--- src/tsr_params.svh ---
// Purpose: shared constants of the temperature read-out block
// Assumes: included by bare name by every design file that needs it
// Notes: offsets are the register pointer values seen over the serial bus
//
// Behaviour
// - flags sit in word bits 15 to 13
// - first byte flags at 0x80, 0x40, 0x20
// - positive value: bits 11..0 in sixteenths
// - negative value: two's complement, minus 256
// - high byte 16 and above, low byte below
// - fixed read-only maker code at pointer 6
// - flags: crit at/above, upper above, lower below
// - quarter degree default, two lowest bits zero
`ifndef TSR_PARAMS_SVH
`define TSR_PARAMS_SVH

// ----------------------------------------------------------------
// register pointers
// ----------------------------------------------------------------
`define TSR_PTR_TEMP 8'h05
`define TSR_PTR_MAKER 8'h06
`define TSR_PTR_RST 8'h00

// ----------------------------------------------------------------
// field positions of the ambient temperature word
// ----------------------------------------------------------------
`define TSR_BIT_CRIT 15
`define TSR_BIT_UPPER 14
`define TSR_BIT_LOWER 13
`define TSR_BIT_SIGN 12

// ----------------------------------------------------------------
// reset values and defaults
// ----------------------------------------------------------------
`define TSR_WORD_RST 16'h0000
`define TSR_SLAVE_ADDR 7'h18
// arbitrary neutral value, not a real maker code
`define TSR_MAKER_ID 16'h0A5C

`endif

--- src/tsr_pkg.sv ---
// Purpose: types of the temperature read-out block
// Assumes: nothing
// Notes: one-hot serial engine states
package tsr_pkg;

  typedef enum logic [6:0] {
    TSR_IDLE = 7'h01,
    TSR_ADDR = 7'h02,
    TSR_ACK_ADDR = 7'h04,
    TSR_RX_PTR = 7'h08,
    TSR_ACK_PTR = 7'h10,
    TSR_TX = 7'h20,
    TSR_TX_ACK = 7'h40
  } tsr_state_t;

  typedef struct packed {
    logic scl_s1;
    logic scl_s2;
    logic scl_d;
    logic sda_s1;
    logic sda_s2;
    logic sda_d;
    tsr_state_t state;
    logic [2:0] bit_cnt;
    logic got8;
    logic [7:0] shift;
    logic rw;
    logic [7:0] pointer;
    logic [15:0] tx_word;
    logic low_next;
    logic sda_oe_n;
    logic sda_out;
  } tsr_top_st_t;

  typedef struct packed {
    logic [15:0] word;
  } tsr_smp_st_t;

endpackage

--- src/tsr_word_if.sv ---
// Purpose: carries the live temperature word to the serial engine
// Assumes: single clock domain
// Notes: none
`timescale 1ns/1ns
`default_nettype none
interface tsr_word_if;
  logic [15:0] word;
  modport src (output word);
  modport snk (input word);
endinterface
`default_nettype wire

--- src/tsr_sample.sv ---
// Purpose: builds the ambient temperature word from converter results
// Assumes: conv inputs and limits come from logic on sys_clk
// Notes: limits are 13-bit two's complement, same scale as the word
`timescale 1ns/1ns
`default_nettype none
`include "tsr_params.svh"
module tsr_sample
  import tsr_pkg::*;
(
  input wire logic sys_clk,
  input wire logic srst,
  input wire logic clk_en,
  input wire logic conv_valid,
  input wire logic [12:0] conv_data,
  input wire logic [12:0] critical_limit,
  input wire logic [12:0] upper_limit,
  input wire logic [12:0] lower_limit,
  tsr_word_if.src wif
);

  tsr_smp_st_t st;
  tsr_smp_st_t next_st;
  logic [12:0] masked;

  always_comb begin
    next_st = st;
    masked = {conv_data[12:2], 2'b00};
    if (conv_valid) begin
      next_st.word[`TSR_BIT_CRIT] = $signed(masked) >= $signed(critical_limit);
      next_st.word[`TSR_BIT_UPPER] = $signed(masked) > $signed(upper_limit);
      next_st.word[`TSR_BIT_LOWER] = $signed(masked) < $signed(lower_limit);
      next_st.word[12:0] = masked;
    end
  end

  always_ff @(posedge sys_clk) begin
    if (srst) begin
      st <= '{word: `TSR_WORD_RST};
    end else if (clk_en) begin
      st <= next_st;
    end
  end

  assign wif.word = st.word;
endmodule // tsr_sample
`default_nettype wire

--- src/tsr_top.sv ---
// Purpose: serial-bus slave serving the temperature word and maker code
// Assumes: scl and sda are asynchronous pins; open-drain sda
// Notes: only one pointer byte per write; further bytes get no acknowledge
`timescale 1ns/1ns
`default_nettype none
`include "tsr_params.svh"
module tsr_top
  import tsr_pkg::*;
#(
  parameter logic [6:0] SLAVE_ADDR = `TSR_SLAVE_ADDR,
  // arbitrary neutral value, not a real maker code
  parameter logic [15:0] MAKER_ID = `TSR_MAKER_ID
) (
  input wire logic sys_clk,
  input wire logic srst,
  input wire logic clk_en,
  input wire logic scl_in,
  input wire logic sda_in,
  output logic sda_out,
  output logic sda_oe_n,
  input wire logic conv_valid,
  input wire logic [12:0] conv_data,
  input wire logic [12:0] critical_limit,
  input wire logic [12:0] upper_limit,
  input wire logic [12:0] lower_limit
);

  // ----------------------------------------------------------------
  // word source
  // ----------------------------------------------------------------
  tsr_word_if wif ();

  tsr_sample u_sample (
    .sys_clk(sys_clk),
    .srst(srst),
    .clk_en(clk_en),
    .conv_valid(conv_valid),
    .conv_data(conv_data),
    .critical_limit(critical_limit),
    .upper_limit(upper_limit),
    .lower_limit(lower_limit),
    .wif(wif)
  );

  // unknown pointers read as zero rather than aliasing
  function automatic logic [15:0] sel_word(input logic [7:0] ptr, input logic [15:0] temp);
    logic [15:0] r;
    r = 16'h0000;
    if (ptr == `TSR_PTR_TEMP) begin
      r = temp;
    end else if (ptr == `TSR_PTR_MAKER) begin
      r = MAKER_ID;
    end
    return r;
  endfunction

  // ----------------------------------------------------------------
  // state and bus conditions
  // ----------------------------------------------------------------
  tsr_top_st_t st;
  tsr_top_st_t next_st;
  logic scl_rise;
  logic scl_fall;
  logic bus_start;
  logic bus_stop;

  assign scl_rise = st.scl_s2 && !st.scl_d;
  assign scl_fall = !st.scl_s2 && st.scl_d;
  assign bus_start = st.scl_s2 && st.scl_d && st.sda_d && !st.sda_s2;
  assign bus_stop = st.scl_s2 && st.scl_d && !st.sda_d && st.sda_s2;

  always_comb begin
    next_st = st;
    next_st.scl_s1 = scl_in;
    next_st.scl_s2 = st.scl_s1;
    next_st.scl_d = st.scl_s2;
    next_st.sda_s1 = sda_in;
    next_st.sda_s2 = st.sda_s1;
    next_st.sda_d = st.sda_s2;
    next_st.sda_out = 1'b0;
    if (bus_stop) begin
      next_st.state = TSR_IDLE;
      next_st.sda_oe_n = 1'b1;
    end else if (bus_start) begin
      next_st.state = TSR_ADDR;
      next_st.bit_cnt = 3'h0;
      next_st.got8 = 1'b0;
      next_st.sda_oe_n = 1'b1;
    end else begin
      unique case (st.state)
        TSR_IDLE: begin
        end
        TSR_ADDR, TSR_RX_PTR: begin
          if (scl_rise) begin
            next_st.shift = {st.shift[6:0], st.sda_s2};
            next_st.bit_cnt = st.bit_cnt + 3'h1;
            if (st.bit_cnt == 3'h7) begin
              next_st.got8 = 1'b1;
            end
          end else if (scl_fall && st.got8) begin
            next_st.got8 = 1'b0;
            if (st.state == TSR_ADDR) begin
              if (st.shift[7:1] == SLAVE_ADDR) begin
                next_st.rw = st.shift[0];
                next_st.sda_oe_n = 1'b0;
                next_st.state = TSR_ACK_ADDR;
                if (st.shift[0]) begin
                  next_st.tx_word = sel_word(st.pointer, wif.word);
                end
              end else begin
                next_st.state = TSR_IDLE;
              end
            end else begin
              next_st.pointer = st.shift;
              next_st.sda_oe_n = 1'b0;
              next_st.state = TSR_ACK_PTR;
            end
          end
        end
        TSR_ACK_ADDR: begin
          if (scl_fall) begin
            next_st.bit_cnt = 3'h0;
            if (st.rw) begin
              next_st.state = TSR_TX;
              next_st.shift = st.tx_word[15:8];
              next_st.sda_oe_n = st.tx_word[15];
              next_st.low_next = 1'b1;
            end else begin
              next_st.state = TSR_RX_PTR;
              next_st.sda_oe_n = 1'b1;
            end
          end
        end
        TSR_ACK_PTR: begin
          if (scl_fall) begin
            next_st.sda_oe_n = 1'b1;
            next_st.state = TSR_IDLE;
          end
        end
        TSR_TX: begin
          if (scl_fall) begin
            next_st.bit_cnt = st.bit_cnt + 3'h1;
            if (st.bit_cnt == 3'h7) begin
              next_st.sda_oe_n = 1'b1;
              next_st.state = TSR_TX_ACK;
              next_st.got8 = 1'b0;
            end else begin
              next_st.shift = {st.shift[6:0], 1'b0};
              next_st.sda_oe_n = st.shift[6];
            end
          end
        end
        TSR_TX_ACK: begin
          if (scl_rise) begin
            next_st.got8 = !st.sda_s2;
          end else if (scl_fall) begin
            if (st.got8) begin
              // acked byte: send other half, same snapshot
              next_st.shift = st.low_next ? st.tx_word[7:0] : st.tx_word[15:8];
              next_st.sda_oe_n = st.low_next ? st.tx_word[7] : st.tx_word[15];
              next_st.low_next = !st.low_next;
              next_st.bit_cnt = 3'h0;
              next_st.got8 = 1'b0;
              next_st.state = TSR_TX;
            end else begin
              next_st.state = TSR_IDLE;
            end
          end
        end
      endcase
    end
  end

  always_ff @(posedge sys_clk) begin
    if (srst) begin
      st <= '{state: TSR_IDLE, pointer: `TSR_PTR_RST, tx_word: `TSR_WORD_RST,
              scl_s1: 1'b1, scl_s2: 1'b1, scl_d: 1'b1,
              sda_s1: 1'b1, sda_s2: 1'b1, sda_d: 1'b1,
              sda_oe_n: 1'b1, default: '0};
    end else if (clk_en) begin
      st <= next_st;
    end
  end

  assign sda_out = st.sda_out;
  assign sda_oe_n = st.sda_oe_n;
endmodule // tsr_top
`default_nettype wire

--- config.mk ---
export PLATFORM = sky130hd
export DESIGN_NAME = tsr_top
export DESIGN_NICKNAME = d
export VERILOG_FILES = /design/src/tsr_pkg.sv /design/src/tsr_word_if.sv /design/src/tsr_sample.sv /design/src/tsr_top.sv
export VERILOG_INCLUDE_DIRS = /design/src
export SDC_FILE = /design/constraint.sdc
export NUM_CORES = 1
export LEC_CHECK = 0
export CORE_MARGIN = 5
export CORE_UTILIZATION = 32
export DETAILED_ROUTE_END_ITERATION = 8
export DONT_BUFFER_PORTS = 1
export SLEW_MARGIN = 0
export SYNTH_ARGS = -nofsm -noshare
export SYNTH_HDL_FRONTEND = slang
export SYNTH_HIERARCHICAL = 1
export SYNTH_SLANG_ARGS = --single-unit
--- constraint.sdc ---
create_clock -name sys_clk -period 4.96 [get_ports sys_clk]
set_input_delay 0.496 -clock sys_clk [delete_from_list [all_inputs] [get_ports sys_clk]]
set_output_delay 0.496 -clock sys_clk [all_outputs]
set_load 0.03 [all_outputs]
Word-level counts from Yosys, hierarchy flattened
Index checks and enable logic that the tools add are counted.
{"block": "op_classes", "add_sub_neg": 1, "order_cmp": 3, "eq_ne": 38, "n_mux": 51, "bitwise_logic": 4, "n_reduce_logical": 29}
{"operator": "8-bit 2-to-1 mux", "count": 6}
{"operator": "4-bit inequality test, second input constant", "count": 12}
{"operator": "19-bit 2-to-1 mux", "count": 2}
{"operator": "7-bit 2-to-1 mux", "count": 5}
{"operator": "7-bit case mux with 5 select lines", "count": 1}
{"operator": "8-bit case mux with 4 select lines", "count": 1}
{"operator": "9-bit AND reduction", "count": 3}
{"operator": "12-bit 2-to-1 mux", "count": 2}
{"operator": "3-bit inequality test, second input constant", "count": 7}
{"operator": "10-bit 2-to-1 mux", "count": 2}
{"operator": "1-bit 2-to-1 mux", "count": 17}
{"operator": "8-bit by 3-bit == test with 1-bit output, second input constant", "count": 2}
{"operator": "16-bit 2-to-1 mux", "count": 1}
{"operator": "2-bit inequality test, second input constant", "count": 8}
{"operator": "8-bit AND reduction", "count": 2}
{"operator": "7-bit by 5-bit == test with 1-bit output, second input constant", "count": 2}
{"operator": "13-bit >= comparator", "count": 1}
{"operator": "13-bit greater-than comparator", "count": 1}
{"operator": "13-bit < comparator", "count": 1}
{"operator": "6-bit 2-to-1 mux", "count": 2}
{"operator": "3-bit case mux with 4 select lines", "count": 1}
{"operator": "12-bit AND reduction", "count": 1}
{"operator": "11-bit 2-to-1 mux", "count": 1}
{"operator": "11-bit AND reduction", "count": 1}
{"operator": "other kinds (25)", "count": 44}
{"block": "word_totals", "register_bits": 66, "input_bits": 58, "out_inout_bits": 2}

Longest topological paths before layout
{"block": "logic_depth", "word_depth": 8, "depth_mapped": 10, "mapped_depth_nobuf": 7}

Modules after synthesis
Netlist, hierarchy kept.
{"module": "tsr_top", "n_inst": 1, "cells_each": 346, "area_each_um2": 2857.7}
{"module": "tsr_sample", "n_inst": 1, "cells_each": 181, "area_each_um2": 1346.3}

Worst setup path before layout
No wires, ideal clock.
{"block": "synth_path", "kind": "reg-to-reg", "start": "register st[42] in the netlist's numbering", "end": "register st[45] in the netlist's numbering", "setup_time_ns": 0.121, "arrival_ns": 2.376, "slack_ns": 2.463, "stages_incl_launch_ff": 7, "n_path_buf": 1, "cell_sequence": "dfxtp_1 > buf_6 > or4_4 > or3_1 > o221a_1 > or4_4 > mux2_4"}
{"block": "synth_between", "elab_chain_len": 5, "word_cells_on_any_way": 20}
{"element": "start: declaration", "line": "tsr_top.sv:60", "text": "tsr_top_st_t st;"}
{"element": "start signal: assignment", "line": "tsr_top.sv:176", "text": "st <= '{state: TSR_IDLE, pointer: `TSR_PTR_RST, tx_word: `TSR_WORD_RST,"}
{"element": "start signal: assignment", "line": "tsr_top.sv:181", "text": "st <= next_st;"}
{"element": "7-bit by 2-bit == test with 1-bit output / 7-bit by 4-bit == test with 1-bit output (equally long branches)", "line": "tsr_top.sv:90, tsr_top.sv:102"}
{"element": "2-bit OR reduction", "line": "tsr_top.sv:90", "text": "unique case (st.state)"}
{"element": "7-bit case mux with 5 select lines", "line": "tsr_top.sv:90"}
{"element": "11-bit 2-to-1 mux", "line": "tsr_top.sv:84", "text": "end else if (bus_start) begin"}
{"element": "7-bit 2-to-1 mux", "line": "tsr_top.sv:81", "text": "if (bus_stop) begin"}
Parallel ways exist; a longest one is shown, timed or not.
A chain may end at the register's enable or synchronous reset.

Worst setup path after layout
{"block": "layout_path", "start": "register st[42] in the netlist's numbering", "end": "register st[6] in the netlist's numbering"}
{"block": "layout_between", "elab_chain_len": 3, "word_cells_on_any_way": 4}
{"element": "7-bit by 2-bit == test with 1-bit output / 7-bit by 4-bit == test with 1-bit output (equally long branches)", "line": "tsr_top.sv:90, tsr_top.sv:102"}
{"element": "2-bit OR reduction", "line": "tsr_top.sv:90"}
{"element": "9-bit AND reduction (no line) *"}
Every way passes the cells marked *; elsewhere a longest branch is shown, timed or not.

==> impl_metrics.toml <==
[status]
outcome = "finished clean"

[cells_and_area]
drive_gt1_share_pct = 5.871
multi_input_area_mm2 = 0.002572
syn2layout_area_growth_pct = 8.958
nFillCells = 1354
regArea_mm2 = 0.001321
nNetsFinal = 602
final_core_util_pct = 35.86
antennaDiodeCount = 0

[hold_path]
hp-class = "input pin to flop"
hold_depth = 1

[clocking]
postCtsSetupBuffers = 0
cts_buffers = 9
cts_resized = 0
path_clk_slew_ns = 0.06
cts_max_path_buffers = 2
cts_sinks = 66
cts_tree = "done"
cts-root-buf = "clkbuf_16"
cts_max_level = 3
cts_hold_buf = 0
clock_latency_ns = 0.33

[die]
start_util_pct = 32.91
fp-row-count = 41
coreArea_mm2 = 0.01277
dieHeight_um = 124.6
num_io_pins = 60
die_area_mm2 = 0.01553
die_width_um = 124.6

[sta]
relSlewSlack_pct = 55.56
min_period_over_period_pct = 61.64
timing.final.crit_period_ns = 3.057
worst_slack_ns = 1.903
rsz0062_at_grt = "false"
tightest_slew_ns = 0.6657
hold_violations = 0
slew_viol_final = 0
timing.setup.tns_ns = 0
setup_viol_count_final = 0
fmax_ghz = 0.3271
fin_skew_ns = 0.006259

[pwr]
p_total_mw = 1.258
powerDensity_mw_per_mm2 = 274.6
p_leak_nw = 1.752
peakVddDrop_mv = 0.1692

[synthesis]
synth_edf_count = 0
async_reset_ff_share_pct = 0
avgSynthCellArea_um2 = 7.977
synth-main-ff-cell = "dfxtp_1"
synth.most_common_cell = "dfxtp_1"
synth_top_area_share_pct = 31.43
ys_top_cells_by_count = "66 x dfxtp_1, 62 x nand2_1, 55 x a21oi_1"
synth_seq_cells = 66
yosysUniqueCellTypes = 68
ys.warnings.count = 6
yosys.area.top_type = "dfxtp_1"
mappedNetlistArea_mm2 = 0.004204
ys_seq_area_share_pct = 31.43
yosys-top-cells-area = "dfxtp_1 31%, ha_1 11%, a21oi_1 6.5%"
synthCells = 527

[grt]
first_global_vias = 3900
grt_pass1_wl_um = 18870
grt-ovfl-total = 0
antenna_found_initial = 0
use_met3_pct = 3.688
top_usage_layer = "met2"
met2_usage_pct = 24.20
grt_max_degree = 56
grt_usage_pct = 14.29
grt_use_met1_pct = 18.11

[route]
drc = 0
ant_nets = 0
drtIter0Drc = 233
drt_wl_total_um = 10950
vias_per_cell = 5.627
drtPass1Iterations = 6
detail_route.wl_per_cell_um = 16.03
vias = 3843

[place]
pre_cts_ws_ns = 1.976
io_buffers = 0
dpl.hpwl_um = 8254
gp_routability_congestion = 0.8788

[job]
cap_violations = 0

[critical_path]
crit_slowest_cell = "a31oi_1"
crit_path_start_kind = "flop"
path_max_fanout = 17
slowest_delay_ns = 0.62
crit_arrival_ns = 3.24
crit_chain = "or4_4, nor3_1, nand4_1, a31oi_1, a21oi_1"
crit_type = "flop to flop"
critical_path_required_ns = 5.14
reg2reg_depth = 5
crit_path_end_kind = "flop"
sequential cells by signal, indices dropped and copies added (netlist names):
register	count
st	47
next_st	4
u_sample/wif.word	14
sda_oe_n	1
cell type report:
type / instances / area share (%)
Clock buffer: 9 / 4.917
Inverter: 44 / 3.606
Tap cell: 172 / 4.698
Multi-Input combinational cell: 382 / 56.16
Timing Repair Buffer: 3 / 0.4917
Sequential cell: 66 / 28.84
Clock inverter: 7 / 1.284
through the flow:
step                std cells  hold WS [ns]  instance area [um2]
CTS                       683        0.2316                 4581
global route              683        0.2249                 4581
detailed placement        667        0.4443                 4297
finish                    683        0.2344                 4581
global placement          667        0.4332                 4297
floorplan                 528        0.4305                 4208
report_power, final:
part / internal, mW / leakage [nW] / switching (mW) / total (mW)
combinational: 0.0452 / 1.08 / 0.0635 / 0.109
clock: 0.346 / 0.133 / 0.256 / 0.602
sequential: 0.540 / 0.535 / 0.00787 / 0.547
final timing paths:
kind,start,end,slack [ns]
max reg2reg,st[42]$_SDFFE_PP0P_,st[6]$_SDFFE_PP0P_,1.90
max,st[42]$_SDFFE_PP0P_,st[6]$_SDFFE_PP0P_,1.90
min,srst,st[41]$_SDFFE_PP0P_,0.23
min reg2reg,u_sample/wif.word[8]$_SDFFE_PP0P_,u_sample/wif.word[8]$_SDFFE_PP0P_,0.45
metal layers:
layer	part of all wire, %	routed length [um]
met3	6.1	665
met5	0	0
met4	1.7	186
met1	45	4910
met2	47	5184
worst max-delay path: cells and delay by family (launching register included):
| kind | cells | cell delay (ns) |
|---|---|---|
| compound gates | 2 | 0.76 |
| flops | 1 | 0.52 |
| simple gates | 3 | 1.62 |
cells by family after synthesis:
kind of cell | after synthesis | share of synthesized area [%]
buffers and inverters | 80 | 7.619
XOR/XNOR | 5 | 1.042
AO/OA/AOI/OAI | 134 | 20.83
multiplexers | 20 | 4.911
AND/OR/NAND/NOR | 182 | 22.68
adder cells (fa/ha/maj) | 38 | 11.31
other | 2 | 0.1786
flip-flops | 66 | 31.43
layout by cell type (no fill, tap or decap), drive strengths merged, types with 3 or more instances in the layout:
master,n
dfxtp,66
nand2,62
a21oi,55
inv,48
ha,38
nor2,21
o21ai,18
mux2i,18
nor3,16
nand3,15
nand4,11
clkbuf,9
o211ai,8
or3,8
nor2b,7
or4,7
and3,6
a222oi,6
nor4,5
nand3b,4
a31oi,4
a2111oi,4
a211oi,4
nand2b,3
nor3b,3
xnor2,3
and2,3
conb,3
buf,3
a21o,3
o31ai,3
Power figures use the tool's default switching activity.
